**src/dcp_pkg.sv**
```systemverilog
package dcp_pkg;

    // Command pin bundle after synchronisation
    typedef struct packed {
        logic selB;
        logic rowB;
        logic colB;
        logic wrB;
        logic [2:0] bank;
        logic [13:0] addr;
    } dcp_cmd_s;

    localparam int CMD_W = 21;

    // One queued pattern read
    typedef struct packed {
        logic valid;
        logic chop;
        logic upper;
        logic [1:0] loc;
    } dcp_req_s;

    // Mode register select on the bank pins
    localparam logic [2:0] MR_ZERO_SEL = 3'h0;
    localparam logic [2:0] MR_ONE_SEL = 3'h1;
    localparam logic [2:0] MR_THREE_SEL = 3'h3;

    // Address bit positions used by commands
    localparam int ADDR_LOC_LSB = 0;
    localparam int ADDR_PAT_EN = 2;
    localparam int ADDR_ORDER = 2;
    localparam int ADDR_CHOP = 12;
    localparam int MR0_CAS_LSB = 4;
    localparam int MR1_AL_LSB = 3;

    // Burst mode field of mode register zero
    localparam logic [1:0] BURST_FIXED8 = 2'h0;
    localparam logic [1:0] BURST_OTF = 2'h1;
    localparam logic [1:0] BURST_FIXED4 = 2'h2;

    // Latency arithmetic
    localparam logic [4:0] CAS_BASE = 5'h04;
    localparam int PIPE_DEPTH = 32;
    localparam logic [3:0] BEATS_FULL = 4'h8;
    localparam logic [3:0] BEATS_CHOP = 4'h4;

    // Predefined calibration pattern, beat 0 in the LSB
    localparam logic [7:0] CAL_PATTERN = 8'haa;
    localparam logic [7:0] RESERVED_PATTERN = 8'h00;
    localparam logic [1:0] LOC_CAL = 2'h0;

    // Register port map
    localparam logic [7:0] REG_CTRL = 8'h00;
    localparam logic [7:0] REG_STATUS = 8'h04;
    localparam logic [7:0] REG_MODE = 8'h08;

    // Reset values
    localparam logic [1:0] MR0_BURST_RST = 2'h0;
    localparam logic [2:0] MR0_CAS_RST = 3'h1;
    localparam logic [1:0] MR1_AL_RST = 2'h0;
    localparam logic [7:0] ILLEGAL_RST = 8'h00;

endpackage : dcp_pkg

```
**src/dcp_sync.sv**
```systemverilog
`timescale 1ns/1ps
`default_nettype none

module dcp_sync
    import dcp_pkg::*;
#(
    parameter int WIDTH = CMD_W,
    parameter logic [WIDTH-1:0] RST_VAL = '0
) (
    input wire logic clock,
    input wire logic rst_b,
    input wire logic [WIDTH-1:0] din,
    output logic [WIDTH-1:0] dout
);

    logic [WIDTH-1:0] stage1;

    // Two flops per bit; the first stage feeds only the second
    genvar i;
    generate
        for (i = 0; i < WIDTH; i++) begin : g_bit
            always_ff @(posedge clock or negedge rst_b) begin
                if (!rst_b) begin
                    stage1[i] <= RST_VAL[i];
                    dout[i] <= RST_VAL[i];
                end else begin
                    stage1[i] <= din[i];
                    dout[i] <= stage1[i];
                end
            end
        end
    endgenerate

endmodule : dcp_sync

`default_nettype wire

```
**src/dcp_beat_gen.sv**
```systemverilog
`timescale 1ns/1ps
`default_nettype none

module dcp_beat_gen
    import dcp_pkg::*;
(
    input wire logic clock,
    input wire logic rst_b,
    input wire dcp_req_s launch,
    output logic beatValid,
    output logic beatBit
);

    logic [3:0] left;
    logic [2:0] index;
    logic [7:0] pattern;
    logic [3:0] next_left;
    logic [2:0] next_index;
    logic [7:0] next_pattern;

    // A new launch restarts the burst; beats step from the start index
    always_comb begin
        next_left = left;
        next_index = index;
        next_pattern = pattern;
        if (launch.valid) begin
            // Location selects pattern
            next_pattern = (launch.loc == LOC_CAL) ? CAL_PATTERN : RESERVED_PATTERN;
            // Nibble from order bit
            next_index = (launch.chop && launch.upper) ? 3'h4 : 3'h0;
            // Full burst order 0-7
            next_left = launch.chop ? BEATS_CHOP : BEATS_FULL;
        end else if (left != 4'h0) begin
            next_left = left - 4'h1;
            next_index = index + 3'h1;
        end
    end

    always_ff @(posedge clock or negedge rst_b) begin
        if (!rst_b) begin
            left <= 4'h0;
            index <= 3'h0;
            pattern <= 8'h00;
        end else begin
            left <= next_left;
            index <= next_index;
            pattern <= next_pattern;
        end
    end

    // Beat n is bit n
    assign beatBit = pattern[index];
    assign beatValid = (left != 4'h0);

endmodule : dcp_beat_gen

`default_nettype wire

```
**src/dcp_pattern_readout.sv**
```systemverilog
// Function
// DQ[0] carries pattern, others copy it
// Controller keeps A[1:0] at zero
// Eight-beat read returns beats 0 to 7
// Chopped read: A2 picks lower/upper nibble
// Bank, A10 and other column bits ignored
// A12 picks chop when on-the-fly enabled
// Data starts after AL plus CL
// Controller locks DLL before pattern reads
// Burst bit 0 is LSB, 7 MSB
// Location zero gives 0,1,0,1 pattern
// Controller precharges all, waits tRP first
// Mode three A2 set enables pattern reads
// Controller waits tMRD and tMOD after enable
// Controller issues no writes in pattern mode
// Controller may repeat pattern reads freely
// Controller waits read recovery before exit
// Mode three A2 clear restores array access
// Only reads; auto-precharge read acts plain
`timescale 1ns/1ps
`default_nettype none

module dcp_pattern_readout
    import dcp_pkg::*;
(
    input wire logic clock,
    input wire logic rst_b,
    input wire logic cmdSelB,
    input wire logic rowStrobeB,
    input wire logic colStrobeB,
    input wire logic writeEnB,
    input wire logic [2:0] bankAddr,
    input wire logic [13:0] addrBus,
    input wire logic [7:0] regAddr,
    input wire logic [31:0] regWrData,
    input wire logic regWrite,
    input wire logic regRead,
    output logic [31:0] regRdData,
    output logic [7:0] dqOut,
    output logic [7:0] dqOe,
    output logic dqsOut,
    output logic dqsOe
);

    ////////////////////////////////////////////////////////////////////////////
    // Pin capture and command decode

    dcp_cmd_s cmd;
    logic [CMD_W-1:0] cmdRaw;

    // Pins come from the controller's domain; idle deselect at reset
    dcp_sync #(
        .WIDTH(CMD_W),
        .RST_VAL({1'b1, 3'h7, 17'h00000})
    ) u_cmd_sync (
        .clock(clock),
        .rst_b(rst_b),
        .din({cmdSelB, rowStrobeB, colStrobeB, writeEnB, bankAddr, addrBus}),
        .dout(cmdRaw)
    );

    assign cmd = dcp_cmd_s'(cmdRaw);

    logic isMrs;
    logic isRead;
    logic isWrite;
    logic isOther;

    // Command truth table on the low-active strobes
    assign isMrs = !cmd.selB && !cmd.rowB && !cmd.colB && !cmd.wrB;
    assign isRead = !cmd.selB && cmd.rowB && !cmd.colB && cmd.wrB;
    assign isWrite = !cmd.selB && cmd.rowB && !cmd.colB && !cmd.wrB;
    assign isOther = !cmd.selB && !(cmd.rowB && cmd.colB && cmd.wrB) && !isRead && !isMrs;

    ////////////////////////////////////////////////////////////////////////////
    // Mode register state

    logic [1:0] mr0Burst;
    logic [2:0] mr0Cas;
    logic [1:0] mr1Al;
    logic patternMode;
    logic [1:0] patternLoc;
    logic [1:0] next_mr0Burst;
    logic [2:0] next_mr0Cas;
    logic [1:0] next_mr1Al;
    logic next_patternMode;
    logic [1:0] next_patternLoc;

    // Only the fields this block uses are kept from each mode write
    always_comb begin
        next_mr0Burst = mr0Burst;
        next_mr0Cas = mr0Cas;
        next_mr1Al = mr1Al;
        next_patternMode = patternMode;
        next_patternLoc = patternLoc;
        if (isMrs) begin
            case (cmd.bank)
                MR_ZERO_SEL: begin
                    next_mr0Burst = cmd.addr[1:0];
                    next_mr0Cas = cmd.addr[MR0_CAS_LSB +: 3];
                end
                MR_ONE_SEL: begin
                    next_mr1Al = cmd.addr[MR1_AL_LSB +: 2];
                end
                MR_THREE_SEL: begin
                    // Enable and pick location
                    // Clear returns to array
                    next_patternMode = cmd.addr[ADDR_PAT_EN];
                    next_patternLoc = cmd.addr[ADDR_LOC_LSB +: 2];
                end
                default: begin
                    next_patternMode = patternMode;
                end
            endcase
        end
    end

    always_ff @(posedge clock or negedge rst_b) begin
        if (!rst_b) begin
            mr0Burst <= MR0_BURST_RST;
            mr0Cas <= MR0_CAS_RST;
            mr1Al <= MR1_AL_RST;
            patternMode <= 1'b0;
            patternLoc <= LOC_CAL;
        end else begin
            mr0Burst <= next_mr0Burst;
            mr0Cas <= next_mr0Cas;
            mr1Al <= next_mr1Al;
            patternMode <= next_patternMode;
            patternLoc <= next_patternLoc;
        end
    end

    ////////////////////////////////////////////////////////////////////////////
    // Read latency

    logic [4:0] casLat;
    logic [4:0] addLat;
    logic [4:0] readLat;
    logic [4:0] tapIdx;

    // Latency is AL plus CL
    always_comb begin
        casLat = CAS_BASE + {2'h0, mr0Cas};
        case (mr1Al)
            2'h1: addLat = casLat - 5'h01;
            2'h2: addLat = casLat - 5'h02;
            default: addLat = 5'h00;
        endcase
        readLat = casLat + addLat;
        // Sums reach at most 21, inside the pipe depth, so no clamp is applied
        tapIdx = (readLat == 5'h00) ? 5'h00 : readLat - 5'h01;
    end

    ////////////////////////////////////////////////////////////////////////////
    // Request formation and latency pipe

    dcp_req_s newReq;

    // Only bank-free fields are taken from a read
    always_comb begin
        newReq = '0;
        // Auto-precharge bit has no effect
        // Bank and column bits dropped
        newReq.valid = isRead && patternMode;
        newReq.loc = patternLoc;
        // Order bit matters only chopped
        newReq.upper = cmd.addr[ADDR_ORDER];
        // Chop select per command
        case (mr0Burst)
            BURST_FIXED4: newReq.chop = 1'b1;
            BURST_OTF: newReq.chop = !cmd.addr[ADDR_CHOP];
            default: newReq.chop = 1'b0;
        endcase
    end

    dcp_req_s pipe [PIPE_DEPTH];
    dcp_req_s next_pipe [PIPE_DEPTH];

    // Plain shift; a read is launched when it reaches the latency tap
    always_comb begin
        next_pipe[0] = newReq;
        for (int k = 1; k < PIPE_DEPTH; k++) begin
            next_pipe[k] = pipe[k-1];
        end
    end

    always_ff @(posedge clock or negedge rst_b) begin
        if (!rst_b) begin
            for (int k = 0; k < PIPE_DEPTH; k++) begin
                pipe[k] <= '0;
            end
        end else begin
            for (int k = 0; k < PIPE_DEPTH; k++) begin
                pipe[k] <= next_pipe[k];
            end
        end
    end

    logic beatValid;
    logic beatBit;

    dcp_beat_gen u_beat_gen (
        .clock(clock),
        .rst_b(rst_b),
        .launch(pipe[tapIdx]),
        .beatValid(beatValid),
        .beatBit(beatBit)
    );

    ////////////////////////////////////////////////////////////////////////////
    // Data pins

    logic [7:0] next_dqOut;
    logic [7:0] next_dqOe;
    logic next_dqsOut;
    logic next_dqsOe;

    // Strobe toggles per beat so the capture side sees an edge each beat
    always_comb begin
        // Same bit on every lane
        next_dqOut = beatValid ? {8{beatBit}} : 8'h00;
        next_dqOe = {8{beatValid}};
        next_dqsOut = beatValid ? !dqsOut : 1'b0;
        next_dqsOe = beatValid;
    end

    always_ff @(posedge clock or negedge rst_b) begin
        if (!rst_b) begin
            dqOut <= 8'h00;
            dqOe <= 8'h00;
            dqsOut <= 1'b0;
            dqsOe <= 1'b0;
        end else begin
            dqOut <= next_dqOut;
            dqOe <= next_dqOe;
            dqsOut <= next_dqsOut;
            dqsOe <= next_dqsOe;
        end
    end

    ////////////////////////////////////////////////////////////////////////////
    // Illegal command counter

    logic [7:0] illegalCount;
    logic [7:0] next_illegalCount;
    logic clearCount;
    logic badCmd;

    assign clearCount = regWrite && (regAddr == REG_CTRL) && regWrData[0];
    // Writes in pattern mode are dropped
    assign badCmd = patternMode && (isWrite || isOther);

    // A bad command in the clearing cycle still counts
    always_comb begin
        next_illegalCount = illegalCount;
        if (clearCount) begin
            next_illegalCount = ILLEGAL_RST;
        end
        if (badCmd && (clearCount || (illegalCount != 8'hff))) begin
            next_illegalCount = (clearCount ? ILLEGAL_RST : illegalCount) + 8'h01;
        end
    end

    always_ff @(posedge clock or negedge rst_b) begin
        if (!rst_b) begin
            illegalCount <= ILLEGAL_RST;
        end else begin
            illegalCount <= next_illegalCount;
        end
    end

    ////////////////////////////////////////////////////////////////////////////
    // Register read port

    logic [31:0] next_regRdData;

    // Data stands for one cycle after the read strobe, zero otherwise
    always_comb begin
        next_regRdData = 32'h00000000;
        if (regRead) begin
            case (regAddr)
                REG_STATUS: next_regRdData = {16'h0000, illegalCount, 4'h0,
                                              beatValid, patternLoc, patternMode};
                REG_MODE: next_regRdData = {20'h00000, readLat, mr1Al, mr0Cas, mr0Burst};
                default: next_regRdData = 32'h00000000;
            endcase
        end
    end

    always_ff @(posedge clock or negedge rst_b) begin
        if (!rst_b) begin
            regRdData <= 32'h00000000;
        end else begin
            regRdData <= next_regRdData;
        end
    end

endmodule : dcp_pattern_readout

`default_nettype wire

```
**config.mk**
```make
export PLATFORM = sky130hd
export DESIGN_NAME = dcp_pattern_readout
export DESIGN_NICKNAME = d
export VERILOG_FILES = /design/src/dcp_pkg.sv /design/src/dcp_sync.sv /design/src/dcp_beat_gen.sv /design/src/dcp_pattern_readout.sv
export SDC_FILE = /design/constraint.sdc
export NUM_CORES = 1
export LEC_CHECK = 0
export BUFFER_PORTS_ARGS = -buffer_cell sky130_fd_sc_hd__buf_2
export CORE_AREA = 2 2 165 167
export DETAILED_ROUTE_END_ITERATION = 6
export DIE_AREA = 0 0 167 169
export HOLD_SLACK_MARGIN = 0.15
export PLACE_DENSITY = 0.48
export SLEW_MARGIN = 5
export SYNTH_ARGS = -nofsm -noshare
export SYNTH_HDL_FRONTEND = slang
export SYNTH_SLANG_ARGS = --single-unit
```
**constraint.sdc**
```tcl
create_clock -name clock -period 3.9 [get_ports clock]
set_input_delay 0.195 -clock clock [delete_from_list [all_inputs] [get_ports clock]]
set_output_delay 0.195 -clock clock [all_outputs]
set_load 0.02 [all_outputs]
```
* Word level (Yosys, flattened, before mapping) *
Cells that the tools add are included.
W data, S select, Z words.

storage, ports and cells
  bits in latches = 0
  bits in writable memories = 0
  bits of input ports = 65
  logic and storage cells = 251
  bits in registers = 266
  memories kept = 0
  memory bits (read-only) = 0

operators by class
  bitwise logic cells = 1
  eq/ne operators = 9
  div/mod/pow operators = 0
  shifts and indexed selects = 0
  reduce and logical (&&, ||, !) cells = 38
  order comparisons = 2
  multiplexer cells = 21
  add/subtract/negate cells = 8
  multipliers = 0

operators with widths
  kind                   count
  $mux W8                4
  $pmux W16 S2           1
  $bmux W5 S5            1
  $logic_and A1 B1 Y1    18
  $mux W16               1
  $mux W5                3
  $mux W4                3
  $pmux W5 S2            1
  $logic_not A1 Y1       9
  $mux W3                3
  $add A8 B1 Y8 const B  1
  $eq A8 B3 Y1 const B   1
  $eq A8 B4 Y1 const B   1
  $logic_not A8 Y1       1
  $ne A8 B8 Y1 const B   1
  $ge A6 B6 Y1 const B   1
  $not A5 Y6             1
  $reduce_and A2 Y1      3
  $add A4 B5 Y5          1
  $logic_not A5 Y1       1
  $sub A4 B1 Y5 const B  1
  $sub A4 B2 Y5 const B  1
  $sub A5 B1 Y5 const B  1
  $add A3 B3 Y4 const A  1
  other kinds (15)       19

* Depth between registers and ports, before layout *
Gate-level depths: netlist (run 1).

  depth after elaboration = 13
  mapped depth = 20
  gate-level depth less buffers = 16

* Hierarchy *
Synthesis (run 1) repeated with hierarchy kept, for this count alone.

unflattened totals
  cell total of the unflattened synthesis = 741
  area, all modules = 9427.8 um^2

by module, submodules not included
  module               instances  area each (um^2)  cells an instance  seq. area each (um^2)
  dcp_pattern_readout  1          8047.7            669                4931.0
  dcp_sync             1          1061.0            42                 1061.0
  dcp_beat_gen         1          319.1             30                 150.1

* Least setup slack after synthesis (run 1) *
OpenSTA, ideal clock, no wires.

  path type = register to register
  from = reg mr0Cas[0]
  to = reg u_beat_gen.pattern[5]
  cell stages (with the launch flop) = 16
  data required time = 3.760 ns
  period minus slack after synthesis = 4.230 ns
  path slack = -0.330 ns
  data arrival time = 4.090 ns
  setup time = 0.140 ns
  cell sequence = dfstp_2 -> inv_1 -> ha_1 -> o22ai_1 -> nand2b_1 -> fa_1 -> ha_1 -> or4b_4 -> buf_6 -> o211a_4 -> nor2_4 -> mux4_2 -> nand2_1 -> o311ai_0 -> a2111oi_0 -> a211oi_1

on the way
  longest elaborated chain between the ends = 12

RTL lines
  element                                            RTL line                                                text
  start, declared                                    dcp_pattern_readout.sv:79                               logic [2:0] mr0Cas;
  start signal, assigned                             dcp_pattern_readout.sv:127                              mr0Cas <= next_mr0Cas;
  $add A3 B3 Y4 (*)                                  dcp_pattern_readout.sv:144                              casLat = CAS_BASE + {2'h0, mr0Cas};
  $sub A4 B2 Y5 or $sub A4 B1 Y5 (tied branches)     dcp_pattern_readout.sv:147, dcp_pattern_readout.sv:146
  $pmux W5 S2                                        dcp_pattern_readout.sv:145                              case (mr1Al)
  $add A4 B5 Y5 (*)                                  dcp_pattern_readout.sv:150                              readLat = casLat + addLat;
  $sub A5 B1 Y5 or $logic_not A5 Y1 (tied branches)  dcp_pattern_readout.sv:152                              tapIdx = (readLat == 5'h00) ? 5'h00 : readLat - 5'h01;
  $mux W5 (*)                                        dcp_pattern_readout.sv:152
  $not A5 Y6 (implied by the code) (*)               dcp_pattern_readout.sv:206                              .launch(pipe[tapIdx]),
  $bmux W5 S5 (*)                                    dcp_pattern_readout.sv:206
  $mux W5 (implied by the code) (*) (2 in a row)     dcp_pattern_readout.sv:206
  $logic_not A2 Y1                                   dcp_beat_gen.sv:28                                      next_pattern = (launch.loc == LOC_CAL) ? CAL_PATTERN : RESERVED_PATTERN;
  $mux W8                                            dcp_beat_gen.sv:28
  end signal, assigned                               dcp_beat_gen.sv:47                                      pattern <= next_pattern;
  end, declared                                      dcp_beat_gen.sv:16                                      logic [7:0] pattern;

Every way passes the cells marked *; elsewhere a longest branch is shown, timed or not. The select of a mux whose other input is x is not followed.
A chain may end at the register's enable or synchronous reset.

* Worst setup path in the final report (run 1) *
Same ends and word-level chain as after synthesis.

==> impl_metrics.json, run 1 <==
{
  "status": "finished, violations left",
  "failed_checks": "negative setup slack",
  "share_clk_of_total_power_pct": 30.7,
  "synth_commonest_cells": "sky130_fd_sc_hd__dfrtp_1 (192), sky130_fd_sc_hd__nor2_1 (41), sky130_fd_sc_hd__nand2_1 (36)",
  "endpoint_kind": "register",
  "initial_antenna_violation_count": 0,
  "final_setup_skew_ps": 10.0,
  "netlist_area_um2": 7840,
  "post-layout-total-power_mw": 6.28,
  "power_report.internal_total_mw": 4.31,
  "route.final.wire_length_um": 18100,
  "timing.final.max_slew_violations": 0,
  "worst_pin_slew_ps": 943,
  "dp_worst_setup_slack_ps": -397,
  "floorplan.io_pins": 115,
  "maximum_number_of_pins_on_one_net_before_global_route_repair": 120,
  "start_util_pct": 29.6,
  "timing.final.setup_violations": 6,
  "total_leakage_power_nw": 4.77,
  "timing.rr.start": "mr0Cas[0]",
  "tritoncts.num_buffers": 21,
  "numPortBuffers": 61,
  "synth-seq-cells": 201,
  "tritoncts": "done",
  "synth-async-reset-ratio_pct": 100,
  "clk_pin_slew_worst_paths_ps": 60,
  "detail_route.wl_per_cell_um": 15.9,
  "startpoint_type": "register",
  "die_w_um": 167,
  "fraction_of_final_layout_cells_with_drive_strength_greater_than_1_pct": 33.0,
  "n_antenna_cell": 0,
  "chipHeight_um": 169,
  "deepest_level_of_the_cts_h_tree": 1,
  "cp_startpoint": "mr0Cas[0]",
  "path_class": "register to register",
  "syn-instance-count": 615,
  "globalplace.congestion": 0.847,
  "dominantRegCellSynth": "sky130_fd_sc_hd__dfrtp_1",
  "worst_slack_ps": -254,
  "cts_root_buf": "sky130_fd_sc_hd__clkbuf_16",
  "final-hold-violation-count": 0,
  "cp_peak_stage_delay_ps": 540,
  "swShare_pct": 31.3,
  "hp-start": "regWrite",
  "cpLargestDelayFamily": "compound AO/OA/AOI/OAI gates",
  "yosysSeqAreaShare_pct": 64.3,
  "worst_ep_required_time_ps": 4260,
  "die-area_um2": 28200,
  "fmax_mhz": 241,
  "synth.most_common_cell": "sky130_fd_sc_hd__dfrtp_1",
  "unrepaired_setup_endpoints_after_global_routing": "yes",
  "row_cnt": 60,
  "timing.critical_path.depth": 15,
  "ctsLongestPathBuffers": 3,
  "track_usage_pct": 13.0,
  "critPathBufInv": 2,
  "finalCritPeriodShare_pct": 107,
  "worstSkewPairLatency_ps": 490,
  "dr_total_vias": 5258,
  "power.share.sequential_pct": 37.9,
  "synth-edff-count": 0,
  "ant_nets": 0,
  "pwr_density_cell_nw_per_um2": 621,
  "synth.top_cell.area_share_pct": 61.3,
  "tritoncts_num_sinks": 201,
  "drtIter0Drc": 261,
  "worst_hold_path_type": "input pin to register",
  "tritonroute_pass_1_iters": 5,
  "synth_top_cells_by_area": "sky130_fd_sc_hd__dfrtp_1 (61%), sky130_fd_sc_hd__buf_4 (3.1%), sky130_fd_sc_hd__dfstp_2 (3.0%), sky130_fd_sc_hd__ha_1 (2.4%), sky130_fd_sc_hd__nor2_1 (2.0%)",
  "vias_per_cell": 4.63,
  "critical_register_to_register_path_endpoint": "u_beat_gen.pattern[5]",
  "cp_cell_sequence": "inv_2 -> ha_4 -> o22ai_2 -> nand2b_1 -> fa_1 -> ha_2 -> or4b_4 -> buf_6 -> o211a_4 -> nor2_4 -> mux4_2 -> nand2_2 -> o311ai_4 -> a2111oi_4 -> a211oi_1",
  "vdd_ir_drop_max_v": 0.000430,
  "drc_errors": 0,
  "timing.max_cap.violations": 0,
  "share_comb_of_total_power_pct": 31.3,
  "place.detailed.hpwl_um": 12400,
  "post_synth.cell_area_avg_um2": 12.7,
  "final.min_clock_period_ps": 4150,
  "first_pass_grt_wire_length_um": 29600,
  "nets": 861,
  "synth_top_area_cell": "sky130_fd_sc_hd__dfrtp_1",
  "worst_slew_margin_rel_pct": 37.1,
  "area_delta_synth_final_pct": 28.9,
  "grt_overflow_total": 0,
  "highest_net_fanout_along_the_worst_path": 7,
  "worstPathArrival_ps": 4510,
  "r2r.worst_path.cells": 15,
  "ff2ff_setup_slack_ps": -250,
  "placeableCoreArea_um2": 26500,
  "via_count_of_the_first_global_routing_pass": 5573,
  "yosysWarningCount": 0,
  "worst_setup_path_endpoint": "u_beat_gen.pattern[5]",
  "p_switching_mw": 1.97,
  "timing.critical_path.slowest_stage_cell": "sky130_fd_sc_hd__mux4_2",
  "post_synth_num_cell_types": 77
}
cell usage in the layout (no fill, tap or decap), drive strengths merged, types with 8 or more instances in the layout:
| cell | count |
|---|---|
| a211oi | 9 |
| nor2 | 45 |
| nor4 | 8 |
| xnor2 | 8 |
| clkinv | 8 |
| dfstp | 9 |
| mux2 | 13 |
| clkbuf | 27 |
| nand3 | 14 |
| mux2i | 14 |
| nor3 | 23 |
| nand2 | 36 |
| dfrtp | 192 |
| inv | 20 |
| o21ai | 28 |
| ha | 15 |
| nand4 | 8 |
| dlygate4sd3 | 18 |
| buf | 160 |
| conb | 16 |
| a21oi | 18 |
cell families after synthesis:
family	after synthesis	synth area share [%]
adders and majority gates	16	2.65
AOI/OAI and AO/OA	108	10.3
and+or+nand+nor	171	11.3
xor gates and xnor gates	15	1.77
other	1	0.0478
muxes	29	4.23
buffers and inverters	74	5.43
DFF	201	64.3
final cells by class:
type	count	area (µm²)
Inverter	22	82.6
Fill cell	2574	16400
Timing Repair Buffer	179	1260
Clock buffer	26	584
Sequential cell	201	5040
Tap cell	341	427
Multi-Input combinational cell	355	2610
Clock inverter	11	90.1
tightest hold or removal path, cell delays in order:
cell and delay (ps):
sky130_fd_sc_hd__buf_2 100, sky130_fd_sc_hd__nand2_1 50, sky130_fd_sc_hd__nor4_1 40, sky130_fd_sc_hd__buf_4 160, sky130_fd_sc_hd__nor2_1 100
flip-flops by register name, indices dropped and copies added (netlist names):
register and count:
u_beat_gen.pattern 1, pipe 4, next_pipe 124, illegalCount 8, patternLoc 2, mr0Burst 2
dqsOut 1, u_beat_gen.left 4, mr1Al 2, u_beat_gen.index 1, mr0Cas 3, dqOut 1
dqsOe 1, patternMode 1, u_cmd_sync.stage1 15, u_cmd_sync.dout 15, regRdData 16
power by group through the flow:
stage / clock [mW] / sequential, mW / combinational [mW]
6_report: 1.93 / 2.38 / 1.97
5_1_grt: 2.10 / 2.41 / 2.14
4_1_cts: 1.99 / 2.39 / 1.80
3_5_place_dp: 0 / 2.42 / 1.68
3_3_place_gp: 0 / 2.42 / 1.66
2_1_floorplan: 0 / 2.41 / 1.07
how the worst min path moves through the flow:
stage	end	slack, ps	depth (start not counted)
after detailed placement	u_cmd_sync.stage1[17]	300	1
after global placement	u_cmd_sync.stage1[19]	300	1
after global routing	illegalCount[7]	200	5
after floorplan	dqOut[6]	-100	0
after CTS	illegalCount[3]	170	5
final	illegalCount[3]	190	5
per-layer routing:
metal | GRT usage (%) | wire (µm) | part of all wire, %
met3 | 2.29 | 873 | 4.8
met5 | 0 | 0 | 0
met1 | 17.7 | 8130 | 45
met2 | 21.6 | 8770 | 48
met4 | 3.19 | 320 | 1.8
what timing repair did:
| item | 4_1_cts | 5_1_grt |
|---|---|---|
| hold buffers | 18 | 0 |
| cloned | 0 | 1 |
| gates resized for setup | 16 | 23 |
| setup endpoints to repair | 6 | 6 |
| endpoints found under the hold margin | 129 | 0 |
| setup buffers | 11 | 8 |
| pin swaps | 19 | 16 |
per-stage QoR:
stage	instance area [µm²]	instances	TNS, ps	hold WS [ps]	utilization (%)
finish	10100	1135	-1000	191	38.1
CTS	9910	1126	-1880	167	37.4
global placement	8910	1061	-1370	301	33.6
global route	10100	1135	-2110	199	38.1
detailed placement	8910	1061	-1840	301	33.6
floorplan	7910	630	-675	-101	-
(Power assumes the default switching activity.)
==> inputs of run 2 (changes only) <==
CORE_AREA = 3 3 182 184   (was 2 2 165 167)
DIE_AREA = 0 0 185 187   (was 0 0 167 169)
PLACE_DENSITY = 0.47   (was 0.48)
SYNTH_HIERARCHICAL = 1   (was not set)
==> run 2 against run 1 <==
  * Via count up 1.8%
  * Setup slack improved by 150 ps
  * Sequential share of layout area down 0.83 points
  * Cell count grew 6.0%
  * Final area up 1.7%
  * Largest power group unchanged
  * Clock power up 9%
  * Hold slack got worse by 13 ps
  * Maximum frequency rose by 3.8%
  * The flow still finishes with violations (negative setup slack)
  * Combinational power up 2%
  * Register-to-register slack better by 150 ps
==> impl_metrics.json, run 2 <==
{
  "first_pass_grt_wire_length_um": 30500,
  "drtIter0Drc": 226,
  "total_leakage_power_nw": 4.79,
  "most_common_cell_after_layout_fill_and_taps_aside": "sky130_fd_sc_hd__dfrtp_1",
  "worst_slew_margin_rel_pct": 38.6,
  "die-area_um2": 34600,
  "start_util_pct": 25.4,
  "ctsLongestPathBuffers": 3,
  "worstSkewPairLatency_ps": 510,
  "detailed_place.area_um2": 9110,
  "die_w_um": 185,
  "finalCritPeriodShare_pct": 103,
  "path_class": "register to register",
  "unrepaired_setup_endpoints_after_global_routing": "yes",
  "floorplan.io_pins": 115,
  "maximum_number_of_pins_on_one_net_before_global_route_repair": 106,
  "cp_startpoint": "mr0Cas[0]",
  "tritonroute_pass_1_iters": 4,
  "startpoint_type": "register",
  "dr_total_vias": 5351,
  "drc_errors": 0,
  "globalplace.congestion": 0.748,
  "cts_root_buf": "sky130_fd_sc_hd__clkbuf_16",
  "final-hold-violation-count": 0,
  "area_delta_synth_final_pct": 28.4,
  "share_comb_of_total_power_pct": 30.9,
  "worstPathArrival_ps": 4390,
  "chipHeight_um": 187,
  "detail_route.wl_per_cell_um": 15.4,
  "power.share.sequential_pct": 36.6,
  "timing.max_cap.violations": 0,
  "timing.final.max_slew_violations": 0,
  "yosysWarningCount": 6,
  "nets": 867,
  "grt_overflow_total": 0,
  "track_usage_pct": 10.8,
  "fillerInstances": 3158,
  "power_report.internal_total_mw": 4.46,
  "vdd_ir_drop_max_v": 0.000352,
  "deepest_level_of_the_cts_h_tree": 1,
  "post_synth.cell_area_avg_um2": 12.3,
  "tritoncts.num_buffers": 23,
  "fmax_mhz": 250,
  "post-route-cell-area_um2": 10300,
  "row_cnt": 65,
  "ant_nets": 0,
  "multi_input_gate_area_um2": 2690,
  "syn-instance-count": 649,
  "final_setup_skew_ps": 24.8,
  "timing.rr.start": "mr0Cas[0]",
  "route.final.wire_length_um": 18600,
  "endpoint_kind": "register",
  "swShare_pct": 31.4,
  "pwr_density_cell_nw_per_um2": 633,
  "clk_pin_slew_worst_paths_ps": 60,
  "worst_pin_slew_ps": 922,
  "p_switching_mw": 2.04,
  "placeableCoreArea_um2": 31600,
  "fraction_of_final_layout_cells_with_drive_strength_greater_than_1_pct": 31.5,
  "worst_slack_ps": -102,
  "via_count_of_the_first_global_routing_pass": 5730,
  "share_clk_of_total_power_pct": 32.5,
  "initial_antenna_violation_count": 0,
  "tritoncts": "done",
  "finalCoreUtilization_pct": 32.6,
  "leading_cell_types_in_the_layout_fill_and_taps_excluded": "sky130_fd_sc_hd__dfrtp_1 (192), sky130_fd_sc_hd__buf_4 (79), sky130_fd_sc_hd__buf_2 (60), sky130_fd_sc_hd__nor2_1 (40), sky130_fd_sc_hd__nand2_1 (33)",
  "vias_per_cell": 4.45,
  "timing.final.setup_violations": 4,
  "final.min_clock_period_ps": 4000,
  "numPortBuffers": 61,
  "failed_checks": "negative setup slack",
  "status": "finished, violations left",
  "n_antenna_cell": 0,
  "max_ffs_per_register": 124,
  "worst_hold_path_type": "input pin to register",
  "register_area_um2": 5040,
  "netlist_area_um2": 8000,
  "tritoncts_num_sinks": 201,
  "hp-start": "regRead",
  "finalHoldWorstSlack_ps": 178,
  "worst_ep_required_time_ps": 4290,
  "highest_net_fanout_along_the_worst_path": 7,
  "place.detailed.hpwl_um": 12000
}
## run 2: final cells by class
type / instances / share of cell area [%]
clock inverter: 10 / 1.29
clock buffer: 30 / 5.86
timing repair buffer: 165 / 11.7
inverter: 26 / 0.974
sequential: 201 / 49.1
tap: 402 / 4.90
multi-input combinational: 369 / 26.2
## run 2: path summary, 6_finish.rpt
check / to / slack (ps) / cells after the start
hold reg to reg: u_cmd_sync/dout[1] / 350 / 0
min in group asynchronous: next_pipe[10] / 360 / 2
setup reg to reg: u_beat_gen/pattern[5] / -100 / 17
hold / removal: regRdData[9] / 180 / 4
setup / recovery: u_beat_gen/pattern[5] / -100 / 17
max in group asynchronous: pipe[3] / 2500 / 3
## run 2: power groups by stage
stage                     Clock (mW)  Combinational (mW)  Sequential (mW)
after floorplan                    0                1.17             2.40
after global placement             0                1.80             2.41
after detailed placement           0                1.80             2.42
after CTS                       2.19                1.94             2.38
after global routing            2.29                2.19             2.41
final                           2.11                2.01             2.38
## run 2: critical path, stage by stage, from the launching register on
cell,delay [ps]
sky130_fd_sc_hd__dfstp_2,530
sky130_fd_sc_hd__inv_2,50
sky130_fd_sc_hd__ha_4,210
sky130_fd_sc_hd__o22ai_2,130
sky130_fd_sc_hd__nand2b_1,110
sky130_fd_sc_hd__fa_1,560
sky130_fd_sc_hd__ha_4,170
sky130_fd_sc_hd__inv_4,50
sky130_fd_sc_hd__a2111oi_4,240
sky130_fd_sc_hd__buf_4,180
sky130_fd_sc_hd__o211a_4,190
sky130_fd_sc_hd__buf_12,140
sky130_fd_sc_hd__nor3_4,40
sky130_fd_sc_hd__a211o_1,280
sky130_fd_sc_hd__a221o_1,380
sky130_fd_sc_hd__a31oi_2,180
sky130_fd_sc_hd__buf_4,150
sky130_fd_sc_hd__mux2_4,290
## run 2: per-layer routing
| layer | vias to the layer above | part of all wire, % | track usage (%) | routed length, µm |
|---|---|---|---|---|
| met1 | 2687 | 46 | 14.9 | 8560 |
| met4 | 0 | 2.1 | 2.51 | 392 |
| met3 | 27 | 3.8 | 2.10 | 701 |
| met2 | 93 | 48 | 17.6 | 8900 |
| met5 | - | 0 | 0 | 0 |
| li1 | 2544 | - | - | - |
## run 2: per-stage QoR
step                      cells  worst slack, ps  total power [mW]  setup TNS, ps
after floorplan             664             7.86              3.57              0
after global placement     1136             -176              4.21           -411
after detailed placement   1136             -228              4.22           -648
after CTS                  1202             -171              6.51           -743
after global routing       1203             -245              6.89          -1080
final                      1203             -102              6.50           -195
## run 2: timing repair
action / in CTS / in global routing
cloned: 1 / 0
pin swaps: 20 / 6
hold buffers: 18 / 0
resized for setup: 19 / 14
buffers inserted: 7 / 1
setup endpoints to repair: 6 / 6
endpoints found under the hold margin: 124 / 0
==> inputs of run 3 (changes only) <==
RECOVER_POWER = 50   (was not set)
==> run 3 against run 2 <==
  * The run ends with max-capacitance violations, max-slew violations, negative setup slack left
  * Hold slack about the same
  * Total power about the same
  * Register-to-register slack about the same
  * Critical path type unchanged
  * Critical endpoint unchanged
  * Largest cell class unchanged
==> impl_metrics.json, run 3 (same netlist as run 2, synthesis figures left out) <==
{
  "area_delta_synth_final_pct": 28.2,
  "nets": 867,
  "endpoint_kind": "register",
  "floorplan.io_pins": 115,
  "first_pass_grt_wire_length_um": 30500,
  "initial_antenna_violation_count": 0,
  "highest_net_fanout_along_the_worst_path": 7,
  "row_cnt": 65,
  "deepest_level_of_the_cts_h_tree": 1,
  "tritoncts": "done",
  "timing.final.setup_violations": 4,
  "register_area_um2": 5040,
  "vdd_ir_drop_max_v": 0.000352,
  "critPathBufInv": 5,
  "finalCritPeriodShare_pct": 103,
  "cpLargestDelayFamily": "compound AO/OA/AOI/OAI gates",
  "ant_nets": 0,
  "drtIter0Drc": 227,
  "worstPathArrival_ps": 4390,
  "timing.critical_path.slowest_stage_cell": "sky130_fd_sc_hd__fa_1",
  "die_w_um": 185,
  "n_antenna_cell": 0,
  "unrepaired_setup_endpoints_after_global_routing": "yes",
  "most_common_cell_after_layout_fill_and_taps_aside": "sky130_fd_sc_hd__dfrtp_1",
  "worst_slew_margin_rel_pct": -83.9,
  "leading_cell_types_in_the_layout_fill_and_taps_excluded": "sky130_fd_sc_hd__dfrtp_1 (192), sky130_fd_sc_hd__buf_4 (78), sky130_fd_sc_hd__buf_2 (60), sky130_fd_sc_hd__nor2_1 (40), sky130_fd_sc_hd__nand2_1 (33)",
  "worst_hold_path_type": "input pin to register",
  "detailed_place.area_um2": 9110,
  "final.min_clock_period_ps": 4000,
  "timing.max_cap.violations": 1,
  "fmax_mhz": 250,
  "place.detailed.hpwl_um": 12000,
  "ctsLongestPathBuffers": 3,
  "path_class": "register to register",
  "fraction_of_final_layout_cells_with_drive_strength_greater_than_1_pct": 31.2,
  "pwr_density_cell_nw_per_um2": 634,
  "vias_per_cell": 4.45,
  "final_setup_skew_ps": 24.9,
  "post-route-cell-area_um2": 10300,
  "multi_input_gate_area_um2": 2690,
  "total_leakage_power_nw": 4.78,
  "worst_ep_required_time_ps": 4290,
  "maximum_number_of_pins_on_one_net_before_global_route_repair": 106,
  "cp_cell_sequence": "inv_2 -> ha_4 -> o22ai_2 -> nand2b_1 -> fa_1 -> ha_4 -> inv_4 -> a2111oi_4 -> buf_4 -> o211a_4 -> buf_12 -> nor3_4 -> a211o_1 -> a221o_1 -> a31oi_2 -> buf_4 -> mux2_4",
  "cp_peak_stage_delay_ps": 560,
  "cp_startpoint": "mr0Cas[0]",
  "max_ffs_per_register": 124,
  "numPortBuffers": 61,
  "tritonroute_pass_1_iters": 4,
  "dr_total_vias": 5354,
  "tritoncts_num_sinks": 201,
  "chipHeight_um": 187,
  "worstSkewPairLatency_ps": 510,
  "worst_slack_ps": -102,
  "finalHoldWorstSlack_ps": 178,
  "route.final.wire_length_um": 18600,
  "timing.final.max_slew_violations": 106,
  "share_comb_of_total_power_pct": 30.9,
  "power.share.sequential_pct": 36.6,
  "p_switching_mw": 2.04,
  "hp-start": "regRead",
  "timing.rr.start": "mr0Cas[0]",
  "clk_pin_slew_worst_paths_ps": 60,
  "startpoint_type": "register",
  "power_report.internal_total_mw": 4.46,
  "tritoncts.num_buffers": 23,
  "cts_root_buf": "sky130_fd_sc_hd__clkbuf_16",
  "start_util_pct": 25.4,
  "track_usage_pct": 10.8,
  "placeableCoreArea_um2": 31600,
  "failed_checks": "max-capacitance violations, max-slew violations, negative setup slack",
  "via_count_of_the_first_global_routing_pass": 5730,
  "fillerInstances": 3163,
  "final-hold-violation-count": 0,
  "die-area_um2": 34600,
  "worst_pin_slew_ps": 2760,
  "grt_overflow_total": 0,
  "globalplace.congestion": 0.748,
  "share_clk_of_total_power_pct": 32.5,
  "status": "finished, violations left",
  "drc_errors": 0,
  "detail_route.wl_per_cell_um": 15.4,
  "swShare_pct": 31.4
}
run 3: cell types whose count changed in the layout (fill, tap and decap cells not counted), sizes merged:
cell	delta
clkbuf	+1
buf	-1
run 3: power by group through the flow:
stage / registers [mW] / clock network [mW] / logic [mW]
floorplan: 2.40 / 0 / 1.17
global placement: 2.41 / 0 / 1.80
detailed placement: 2.42 / 0 / 1.80
CTS: 2.38 / 2.19 / 1.94
global route: 2.41 / 2.29 / 2.19
finish: 2.38 / 2.11 / 2.01
run 3: final timing paths:
| path | endpoint | slack (ps) | cells past startpoint |
|---|---|---|---|
| setup / recovery | u_beat_gen/pattern[5] | -100 | 17 |
| hold / removal | regRdData[9] | 180 | 4 |
| setup reg to reg | u_beat_gen/pattern[5] | -100 | 17 |
| hold reg to reg | u_cmd_sync/dout[1] | 350 | 0 |
| max in group asynchronous | pipe[3] | 1140 | 3 |
| min in group asynchronous | next_pipe[10] | 1080 | 2 |
run 3: worst reg2reg max path, stage by stage, from the launching register on:
cell                        delay [ps]
sky130_fd_sc_hd__dfstp_2           530
sky130_fd_sc_hd__inv_2              50
sky130_fd_sc_hd__ha_4              210
sky130_fd_sc_hd__o22ai_2           130
sky130_fd_sc_hd__nand2b_1          110
sky130_fd_sc_hd__fa_1              560
sky130_fd_sc_hd__ha_4              170
sky130_fd_sc_hd__inv_4              50
sky130_fd_sc_hd__a2111oi_4         240
sky130_fd_sc_hd__buf_4             180
sky130_fd_sc_hd__o211a_4           190
sky130_fd_sc_hd__buf_12            140
sky130_fd_sc_hd__nor3_4             40
sky130_fd_sc_hd__a211o_1           280
sky130_fd_sc_hd__a221o_1           380
sky130_fd_sc_hd__a31oi_2           180
sky130_fd_sc_hd__buf_4             150
sky130_fd_sc_hd__mux2_4            290
run 3: per-layer routing:
layer	vias up	global-route usage, %	part of all wire, %
li1	2544	-	-
met1	2690	14.9	46
met2	93	17.6	48
met3	27	2.10	3.8
met4	0	2.51	2.1
met5	-	0	0
run 3: through the flow:
step	power, mW	setup WS [ps]	instances	TNS (ps)	utilization [%]
floorplan	3.57	7.86	664	0	-
global placement	4.21	-176	1136	-411	28.9
detailed placement	4.22	-228	1136	-648	28.9
CTS	6.51	-171	1202	-743	32.3
global route	6.89	-245	1203	-1080	32.5
finish	6.50	-102	1203	-195	32.5
run 3: timing repair:
action | 4_1_cts | 5_1_grt
setup endpoints to repair | 6 | 6
buffers inserted | 7 | 1
pin swaps | 20 | 6
cloned | 1 | 0
hold buffers | 18 | 0
hold endpoints to repair | 124 | 0
gates resized for setup | 19 | 14
run 3: area by class of cell:
type | instances | share of cell area (%)
Sequential cell | 201 | 49.1
Multi-Input combinational cell | 369 | 26.2
Timing Repair Buffer | 165 | 11.6
Clock inverter | 10 | 1.29
Inverter | 26 | 0.975
Tap cell | 402 | 4.90
Clock buffer | 30 | 5.87
